### config.mk
export PLATFORM = sky130hd
export DESIGN_NAME = sgm_mac_if
export DESIGN_NICKNAME = d
export VERILOG_FILES = /design/src/sgm_pkg.sv /design/src/sgm_fifo.sv /design/src/sgm_mac_if.sv
export VERILOG_INCLUDE_DIRS = /design/src
export SDC_FILE = /design/constraint.sdc
export NUM_CORES = 1
export LEC_CHECK = 0
export BUFFER_PORTS_ARGS = -buffer_cell sky130_fd_sc_hd__buf_2
export CAP_MARGIN = 30
export CORE_AREA = 3 3 117 147
export CTS_CLUSTER_SIZE = 25
export DETAILED_ROUTE_END_ITERATION = 6
export DIE_AREA = 0 0 120 150
export GPL_ROUTABILITY_DRIVEN = 0
export SYNTH_ARGS = -nofsm -noshare
export SYNTH_HDL_FRONTEND = slang
export SYNTH_SLANG_ARGS = --single-unit
### constraint.sdc
create_clock -name ref_clk_in -period 6.5 [get_ports ref_clk_in]
set_clock_uncertainty 0.15 [all_clocks]
set_input_delay 1.3 -clock ref_clk_in [delete_from_list [all_inputs] [get_ports ref_clk_in]]
set_output_delay 1.3 -clock ref_clk_in [all_outputs]
set_load 0.02 [all_outputs]
### src/sgm_params.svh
// Constants of the serial MAC interface selection block
`ifndef SGM_PARAMS_SVH
`define SGM_PARAMS_SVH

// Speed codes, as carried in the serial link config word
`define SGM_SPD_10       2'h0
`define SGM_SPD_100      2'h1
`define SGM_SPD_1000     2'h2

// Byte replication counts per speed on the serial link
`define SGM_REP_10M      7'h64
`define SGM_REP_100M     7'h0A
`define SGM_REP_1G       7'h01
`define SGM_REP_W        7

// Link config word layout
`define SGM_CW_W         16
`define SGM_CW_LINK      15
`define SGM_CW_DUPLEX    12
`define SGM_CW_SPD_HI    11
`define SGM_CW_SPD_LO    10
`define SGM_CW_SGMII     0

// Reset values and buffer shape
`define SGM_AN_RST       1'h1
`define SGM_FIFO_DEPTH   8

`endif

### src/sgm_pkg.sv
// Types shared by the serial MAC interface selection block
package sgm_pkg;

    // MAC interface mode, Gray coded along off -> parallel -> serial
    typedef enum logic [1:0] {
        SGM_MODE_OFF = 2'b00,
        SGM_MODE_PAR = 2'b01,
        SGM_MODE_SER = 2'b11
    } sgm_mode_t;

    // One frame byte with its start-of-frame marker
    typedef struct packed {
        logic       sof;
        logic [7:0] data;
    } sgm_byte_t;

    // Latched strap values
    typedef struct packed {
        logic serial_en;
        logic parallel_dis;
    } sgm_strap_t;

endpackage : sgm_pkg

### src/sgm_fifo.sv
// Synchronous FIFO with valid/ready on both sides
module sgm_fifo #(
    parameter int WIDTH = 9,
    parameter int DEPTH = 8
) (
    input  wire logic             ref_clk_in,
    input  wire logic             rst_in,
    input  wire logic [WIDTH-1:0] wr_data_in,
    input  wire logic             wr_valid_in,
    output logic                  wr_ready_out,
    output logic      [WIDTH-1:0] rd_data_out,
    output logic                  rd_valid_out,
    input  wire logic             rd_ready_in
);
    localparam int AW = $clog2(DEPTH);

    logic [WIDTH-1:0] mem [DEPTH];
    logic [AW-1:0]    wr_ptr_reg;
    logic [AW-1:0]    rd_ptr_reg;
    logic [AW:0]      count_reg;
    logic             push;
    logic             pop;

    ////////////////////////////////////////////////////////////////////////
    // Honest full and empty from the occupancy count
    assign wr_ready_out = (count_reg != (AW + 1)'(DEPTH));
    assign rd_valid_out = (count_reg != '0);
    assign push         = wr_valid_in && wr_ready_out;
    assign pop          = rd_valid_out && rd_ready_in;
    assign rd_data_out  = mem[rd_ptr_reg];

    // Storage; no reset needed, guarded by the count
    always_ff @(posedge ref_clk_in) begin
        if (push) begin
            mem[wr_ptr_reg] <= wr_data_in;
        end
    end

    // Pointers wrap at the depth, which need not be a power of two
    always_ff @(posedge ref_clk_in) begin
        if (rst_in) begin
            wr_ptr_reg <= '0;
            rd_ptr_reg <= '0;
        end else begin
            if (push) begin
                wr_ptr_reg <= (wr_ptr_reg == AW'(DEPTH - 1)) ? '0 : wr_ptr_reg + 1'b1;
            end
            if (pop) begin
                rd_ptr_reg <= (rd_ptr_reg == AW'(DEPTH - 1)) ? '0 : rd_ptr_reg + 1'b1;
            end
        end
    end

    // Occupancy
    always_ff @(posedge ref_clk_in) begin
        if (rst_in) begin
            count_reg <= '0;
        end else if (push && !pop) begin
            count_reg <= count_reg + 1'b1;
        end else if (pop && !push) begin
            count_reg <= count_reg - 1'b1;
        end
    end

endmodule : sgm_fifo

### src/sgm_mac_if.sv
// MAC interface selection and serial link adaptation
`include "sgm_params.svh"

////////////////////////////////////////////////////////////////////////////////
// Behaviour
// - A set serial enable selects serial mode regardless of the parallel enable, else parallel if enabled, else off.
// - The serial enable bit starts from the serial-enable strap caught after reset.
// - The latched serial-enable and parallel-disable straps are readable as strap status.
// - At 100 Mb on the serial link each byte is sent 10 times while start of frame shows once.
// - The link advertises the media-resolved speed, or in MAC loopback the media speed selection, to the MAC via auto-negotiation.
// - Link auto-negotiation is on after reset; cleared, the speed is forced to the media speed.
// - Forced serial speed works with media auto-negotiation and with manual media speed.
// - In MAC loopback the serial speed follows the media speed selection, in either link mode.
// - Default link is one transmit and one receive pair, transmit data taken with no clock.
// - Optionally a receive clock is driven on a third pair for MACs without clock recovery.
module sgm_mac_if
    import sgm_pkg::*;
#(
    parameter int FIFO_DEPTH = `SGM_FIFO_DEPTH
) (
    input  wire logic       ref_clk_in,
    input  wire logic       rst_in,
    input  wire logic       serial_enable_strap_pin_in,
    input  wire logic       parallel_dis_strap_in,
    input  wire logic       phy_ctl_wr_in,
    input  wire logic       phy_ctl_serial_en_in,
    input  wire logic       parallel_enable_in,
    input  wire logic       second_config_wr_in,
    input  wire logic       serial_autoneg_enable_in,
    input  wire logic       ten_meg_serial_rate_adapt_in,
    input  wire logic       six_wire_enable_in,
    input  wire logic       mac_loopback_in,
    input  wire logic [1:0] mdi_speed_sel_in,
    input  wire logic       media_link_in,
    input  wire logic [1:0] media_speed_in,
    input  wire logic       media_duplex_in,
    input  wire sgm_byte_t  media_rx_in,
    input  wire logic       media_rx_valid_in,
    output logic            media_rx_ready_out,
    output sgm_byte_t       mac_rx_out,
    output logic            mac_rx_valid_out,
    input  wire logic       mac_rx_ready_in,
    input  wire logic [7:0] mac_tx_in,
    input  wire logic       mac_tx_valid_in,
    output logic [7:0]      media_tx_out,
    output logic            media_tx_valid_out,
    output sgm_mode_t       mode_out,
    output sgm_strap_t      strap_status_one_out,
    output logic            phy_serial_enable_out,
    output logic            serial_autoneg_enable_out,
    output logic [1:0]      serial_speed_out,
    output logic [15:0]     an_word_out,
    output logic            rx_clk_p_out,
    output logic            rx_clk_n_out
);

    ////////////////////////////////////////////////////////////////////////
    // Declarations
    logic                  strap_s1_reg;
    logic                  strap_s2_reg;
    logic                  pdis_s1_reg;
    logic                  pdis_s2_reg;
    logic                  link_s1_reg;
    logic                  link_s2_reg;
    logic [1:0]            spd_s1_reg;
    logic [1:0]            spd_s2_reg;
    logic [1:0]            spd_s3_reg;
    logic [1:0]            spd_q_reg;
    logic                  dup_s1_reg;
    logic                  dup_s2_reg;
    logic                  link_d_reg;
    logic                  strap_taken_reg;
    sgm_strap_t            strap_status_reg;
    logic                  ser_en_reg;
    sgm_mode_t             mode_reg;
    logic                  an_en_reg;
    logic [1:0]            forced_spd_reg;
    logic [`SGM_CW_W-1:0]  an_word_reg;
    logic                  clk_p_reg;
    logic                  clk_n_reg;
    logic [7:0]            tx_data_reg;
    logic                  tx_valid_reg;
    sgm_byte_t             hold_reg;
    logic                  hold_valid_reg;
    logic [`SGM_REP_W-1:0] rep_cnt_reg;
    logic [`SGM_REP_W-1:0] rep_target;
    logic [1:0]            media_spd;
    logic [1:0]            eff_spd;
    logic                  link_rise;
    logic                  path_ok;
    logic                  last_copy;
    logic                  out_fire;
    logic                  fifo_rd_ready;
    logic                  fifo_rd_valid;
    sgm_byte_t             fifo_rd_data;
    logic                  is_serial;

    ////////////////////////////////////////////////////////////////////////
    // Pin synchronisers; first stage is read only by the second
    always_ff @(posedge ref_clk_in) begin
        strap_s1_reg <= serial_enable_strap_pin_in;
        strap_s2_reg <= strap_s1_reg;
        pdis_s1_reg  <= parallel_dis_strap_in;
        pdis_s2_reg  <= pdis_s1_reg;
        link_s1_reg  <= media_link_in;
        link_s2_reg  <= link_s1_reg;
        spd_s1_reg   <= media_speed_in;
        spd_s2_reg   <= spd_s1_reg;
        spd_s3_reg   <= spd_s2_reg;
        dup_s1_reg   <= media_duplex_in;
        dup_s2_reg   <= dup_s1_reg;
    end

    // Speed crosses as two bits; take it only once two samples agree
    always_ff @(posedge ref_clk_in) begin
        if (spd_s2_reg == spd_s3_reg) begin
            spd_q_reg <= spd_s2_reg;
        end
    end

    ////////////////////////////////////////////////////////////////////////
    // Strap capture once after reset release; reset must last two edges
    always_ff @(posedge ref_clk_in) begin
        if (rst_in) begin
            strap_taken_reg  <= 1'b0;
            strap_status_reg <= '0;
        end else if (!strap_taken_reg) begin
            strap_taken_reg  <= 1'b1;
            strap_status_reg <= '{serial_en: strap_s2_reg,
                                   parallel_dis: pdis_s2_reg};
        end
    end

    // Serial enable bit: strap seeds it, software may overwrite later
    always_ff @(posedge ref_clk_in) begin
        if (rst_in) begin
            ser_en_reg <= 1'b0;
        end else if (!strap_taken_reg) begin
            ser_en_reg <= strap_s2_reg;
        end else if (phy_ctl_wr_in) begin
            ser_en_reg <= phy_ctl_serial_en_in;
        end
    end

    // Mode selection; serial enable outranks the parallel enable
    always_ff @(posedge ref_clk_in) begin
        if (rst_in) begin
            mode_reg <= SGM_MODE_OFF;
        end else if (ser_en_reg) begin
            mode_reg <= SGM_MODE_SER;
        end else if (parallel_enable_in) begin
            mode_reg <= SGM_MODE_PAR;
        end else begin
            mode_reg <= SGM_MODE_OFF;
        end
    end

    assign is_serial = (mode_reg == SGM_MODE_SER);

    ////////////////////////////////////////////////////////////////////////
    // Link auto-negotiation enable, on after reset
    always_ff @(posedge ref_clk_in) begin
        if (rst_in) begin
            an_en_reg <= `SGM_AN_RST;
        end else if (second_config_wr_in) begin
            an_en_reg <= serial_autoneg_enable_in;
        end
    end

    // Loopback takes the media speed selection, not the resolved one
    assign media_spd = mac_loopback_in ? mdi_speed_sel_in : spd_q_reg;
    assign link_rise = link_s2_reg && !link_d_reg;

    // Forced speed is refreshed at each new link and while negotiating, so
    // the value is current whether the media side negotiates or is manual
    always_ff @(posedge ref_clk_in) begin
        if (rst_in) begin
            link_d_reg     <= 1'b0;
            forced_spd_reg <= `SGM_SPD_1000;
        end else begin
            link_d_reg <= link_s2_reg;
            if (an_en_reg || link_rise || mac_loopback_in) begin
                forced_spd_reg <= media_spd;
            end
        end
    end

    assign eff_spd = an_en_reg ? media_spd : forced_spd_reg;

    // Advertised config word toward the MAC, zero while forced
    always_ff @(posedge ref_clk_in) begin
        if (rst_in) begin
            an_word_reg <= '0;
        end else if (an_en_reg && is_serial) begin
            an_word_reg                                  <= '0;
            an_word_reg[`SGM_CW_LINK]                    <= link_s2_reg;
            an_word_reg[`SGM_CW_DUPLEX]                  <= dup_s2_reg;
            an_word_reg[`SGM_CW_SPD_HI:`SGM_CW_SPD_LO]   <= media_spd;
            an_word_reg[`SGM_CW_SGMII]                   <= 1'b1;
        end else begin
            an_word_reg <= '0;
        end
    end

    ////////////////////////////////////////////////////////////////////////
    // Optional receive clock pair, toggles only in six-wire serial mode
    always_ff @(posedge ref_clk_in) begin
        if (rst_in || !(six_wire_enable_in && is_serial)) begin
            clk_p_reg <= 1'b0;
            clk_n_reg <= 1'b0;
        end else begin
            clk_p_reg <= !clk_p_reg;
            clk_n_reg <= clk_p_reg;
        end
    end

    // Transmit bytes sampled on the local clock, no MAC clock needed
    always_ff @(posedge ref_clk_in) begin
        if (rst_in) begin
            tx_data_reg  <= '0;
            tx_valid_reg <= 1'b0;
        end else begin
            tx_data_reg  <= mac_tx_in;
            tx_valid_reg <= mac_tx_valid_in && (mode_reg != SGM_MODE_OFF);
        end
    end

    ////////////////////////////////////////////////////////////////////////
    // Receive buffer; back-pressure reaches the media side
    sgm_fifo #(
        .WIDTH ($bits(sgm_byte_t)),
        .DEPTH (FIFO_DEPTH)
    ) u_rx_fifo (
        .ref_clk_in   (ref_clk_in),
        .rst_in       (rst_in),
        .wr_data_in   (media_rx_in),
        .wr_valid_in  (media_rx_valid_in),
        .wr_ready_out (media_rx_ready_out),
        .rd_data_out  (fifo_rd_data),
        .rd_valid_out (fifo_rd_valid),
        .rd_ready_in  (fifo_rd_ready)
    );

    // Copies per byte; 10 Mb serial stalls while rate adapt is still set
    always_comb begin
        rep_target = `SGM_REP_1G;
        path_ok    = 1'b1;
        if (is_serial) begin
            unique case (eff_spd)
                `SGM_SPD_100: rep_target = `SGM_REP_100M;
                `SGM_SPD_10: begin
                    rep_target = `SGM_REP_10M;
                    path_ok    = !ten_meg_serial_rate_adapt_in;
                end
                default:      rep_target = `SGM_REP_1G;
            endcase
        end
    end

    assign last_copy     = (rep_cnt_reg == rep_target - 1'b1);
    assign out_fire      = hold_valid_reg && mac_rx_ready_in;
    assign fifo_rd_ready = path_ok && (!hold_valid_reg || (out_fire && last_copy));

    // Replicator; the start marker rides only the first copy
    always_ff @(posedge ref_clk_in) begin
        if (rst_in) begin
            hold_reg       <= '0;
            hold_valid_reg <= 1'b0;
            rep_cnt_reg    <= '0;
        end else if (fifo_rd_ready && fifo_rd_valid) begin
            hold_reg       <= fifo_rd_data;
            hold_valid_reg <= 1'b1;
            rep_cnt_reg    <= '0;
        end else if (out_fire) begin
            hold_reg.sof <= 1'b0;
            if (last_copy) begin
                hold_valid_reg <= 1'b0;
                rep_cnt_reg    <= '0;
            end else begin
                rep_cnt_reg <= rep_cnt_reg + 1'b1;
            end
        end
    end

    ////////////////////////////////////////////////////////////////////////
    // Outputs
    assign mac_rx_out                = hold_reg;
    assign mac_rx_valid_out          = hold_valid_reg;
    assign media_tx_out              = tx_data_reg;
    assign media_tx_valid_out        = tx_valid_reg;
    assign mode_out                  = mode_reg;
    assign strap_status_one_out      = strap_status_reg;
    assign phy_serial_enable_out     = ser_en_reg;
    assign serial_autoneg_enable_out = an_en_reg;
    assign serial_speed_out          = eff_spd;
    assign an_word_out               = an_word_reg;
    assign rx_clk_p_out              = clk_p_reg;
    assign rx_clk_n_out              = clk_n_reg;
endmodule : sgm_mac_if

==> metrics <==
Max Root-Sink Buffers=2; aggregate routed wire length=11100 um; Worst-Margin Slew=920 ps; DRT iter0 DRCs=160; Root Buffer Master=sky130_fd_sc_hd__clkbuf_16; Post-synth ARST share=0; clock-pin slew on the worst setup and hold paths=60 ps; drt first pass iters=4; number of buffers inserted by port buffering=72; count of state elements after synthesis=144; crit path DAT=5380 ps; dpl hpwl=7760 um; Final setup violation count=0; synthesized area=5530 um2; H-tree Lvls=4; Ys Warns=0; library cell with the highest instance count after synthesis=sky130_fd_sc_hd__edfxtp_1; post-route ant nets=0; count of distinct cell types in the synthesized netlist=52; average footprint of a synthesized cell=14.3 um2; most area-consuming cells after synthesis=sky130_fd_sc_hd__edfxtp_1 (40%), sky130_fd_sc_hd__dfxtp_1 (25%), sky130_fd_sc_hd__mux4_2 (7.3%); clock tree from TritonCTS=built; Post-Route Setup TNS=0 ps; number of clock sinks seen by CTS=144; non-filler cells, final=702; ranking of synthesized cells by instance count=sky130_fd_sc_hd__edfxtp_1 (74), sky130_fd_sc_hd__dfxtp_1 (70), sky130_fd_sc_hd__nand2_1 (38), sky130_fd_sc_hd__nor2_1 (27); headroom to the max-slew limit=0.383; CTS Hold Buffers Added=0; average detailed-routed wire length per instance=15.8 um; Setup crit start kind=input pin; number of cells upsized or downsized after cts=0; critical path capture point type=register; sequential-to-total area share from yosys stat=0.655; max_cap viols=0; total routing resource utilization after global routing=0.131; Die Outline Area=18000 um2; Largest register FFs=72; initial core utilization=0.344; global-route wire length before repair=17500 um; required time worst endpoint=6690 ps; number of enable flip-flop cells after synthesis=74; register with the highest flop count=u_rx_fifo.mem; Slew Viols, Final=0; maximum frequency from static timing analysis=193 MHz; maximum resistive drop on vdd=0.000210 V; worst-skew pair later-pin latency=410 ps; DRC errors left=0; number of standard cells after synthesis=387; antenna violations before repair=0; final hold violation count=0; Top-Level Pins=84; die width=120 um; area delta synth->final=22.7%; unrepaired setup endpoints after global routing=false; Final period util=0.797; power density over the cells=402 nW/um2; pin count of the biggest net entering global routing=33; share of the synthesized area in the top cell type=0.402; Setup Crit Path Kind=in -> reg; cell type contributing the most total cell area after synthesis=sky130_fd_sc_hd__edfxtp_1; fraction of final layout cells with drive strength greater than 1=0.315; number of nets in the layout=521; total gr overflow=0; Post-synth top flop=sky130_fd_sc_hd__edfxtp_1; number of inserted filler cells in the final layout=1480; post-CTS setup repair buffer count=0; number of clock buffers inserted by TritonCTS=17; number of global-route vias before repair=3328; final period demand of the worst path=5180 ps; die height=150 um; via count of the routed design=3237; worst hold-check path type=reg -> reg; number of standard-cell rows in the floorplan=52; ant diodes=0; vias per cell=4.61; total core area=16100 um2; maximum fanout along the worst path=9; Inst Count DP=670; result of the run=complete, no violations; Pleak=2.62 nW
-- kinds of logic (layout without fill, tap and decap cells) --
group                    Yosys count  count (layout)  synth area share
buffers and inverters             30             119            0.0285
XOR/XNOR                          14              14            0.0222
AND/OR/NAND/NOR                  109             109            0.0923
flip-flops                       144             144             0.655
multiplexers                      47              47             0.129
other                              1              11          0.000678
AO/OA/AOI/OAI                     32              32            0.0480
adder cells (fa/ha/maj)           10              10            0.0240
-- metrics by stage --
| step | total power, mW | worst slack (ps) | util | hold slack [ps] | area, um2 |
|---|---|---|---|---|---|
| after global placement | 1.74 | 1140 | 0.380 | 163 | 6100 |
| final | 2.73 | 1320 | 0.422 | 175 | 6780 |
| after detailed placement | 1.76 | 903 | 0.384 | 162 | 6170 |
| after CTS | 2.76 | 1320 | 0.422 | 176 | 6780 |
| after global routing | 2.87 | 1050 | 0.422 | 188 | 6780 |
| after floorplan | 1.59 | 1490 | - | 160 | 5570 |
-- path summary, 6_finish.rpt --
check | start | end | slack [ps] | cells past startpoint
worst max register to register | serial_autoneg_enable_out$_SDFFE_PP1P_ | u_rx_fifo.count_reg[3]$_SDFFE_PP0P_ | 1840 | 18
worst min-delay path | spd_s1_reg[1]$_DFF_P_ | spd_s2_reg[1]$_DFF_P_ | 180 | 0
worst min register to register | spd_s1_reg[1]$_DFF_P_ | spd_s2_reg[1]$_DFF_P_ | 180 | 0
worst max-delay path | mac_loopback_in | u_rx_fifo.count_reg[3]$_SDFFE_PP0P_ | 1320 | 19
-- layout by cell type, fill, tap and decap left out, drive strengths merged, types with 2 or more instances in the layout --
cell type,instances
a211oi,2
a21o,3
a21oi,11
a31oi,3
and2,2
and3,2
buf,80
bufinv,3
clkbuf,18
clkinv,7
clkinvlp,3
conb,11
dfxtp,70
edfxtp,74
ha,9
inv,8
mux2,11
mux2i,18
mux4,18
nand2,38
nand2b,3
nand3,8
nor2,27
nor2b,11
nor3,10
nor3b,2
nor4,2
o211ai,2
o21ai,3
o31ai,2
xnor2,5
xor2,9
-- power breakdown --
part	total [mW]	switching, mW	internal, mW	leakage (nW)
combinational	0.597	0.310	0.286	1.08
sequential	1.14	0.0908	1.05	1.25
clock	0.992	0.383	0.610	0.289
-- metal layers --
| layer | part of all wire | track usage |
|---|---|---|
| met1 | 0.38 | 0.142 |
| met2 | 0.53 | 0.225 |
| met4 | 0.036 | 0.0739 |
| met5 | 0 | 0 |
| met3 | 0.054 | 0.0420 |
-- worst max-delay path, stage by stage --
cell and delay (ps):
sky130_fd_sc_hd__buf_2 140, sky130_fd_sc_hd__mux2_4 340, sky130_fd_sc_hd__o21ai_4 290, sky130_fd_sc_hd__nand2_1 100
sky130_fd_sc_hd__ha_1 220, sky130_fd_sc_hd__xor2_1 290, sky130_fd_sc_hd__nand3_1 140, sky130_fd_sc_hd__nor3b_2 190
sky130_fd_sc_hd__o211ai_2 200, sky130_fd_sc_hd__o31ai_4 420, sky130_fd_sc_hd__inv_2 200, sky130_fd_sc_hd__ha_1 270
sky130_fd_sc_hd__inv_1 120, sky130_fd_sc_hd__ha_1 250, sky130_fd_sc_hd__a21o_1 180, sky130_fd_sc_hd__a21oi_1 180
sky130_fd_sc_hd__xnor2_1 100, sky130_fd_sc_hd__or3_1 310, sky130_fd_sc_hd__a21oi_1 140
-- layout make-up --
cell class                      count  area, um2  share of cell area
Sequential cell                   144       3620               0.534
Clock buffer                       18        429              0.0633
Inverter                            7       26.3             0.00387
Multi-Input combinational cell    223       1810               0.266
Clock inverter                     14        185              0.0273
Tap cell                          216        270              0.0398
Timing Repair Buffer               80        443              0.0653
(Power assumes the default switching activity.)
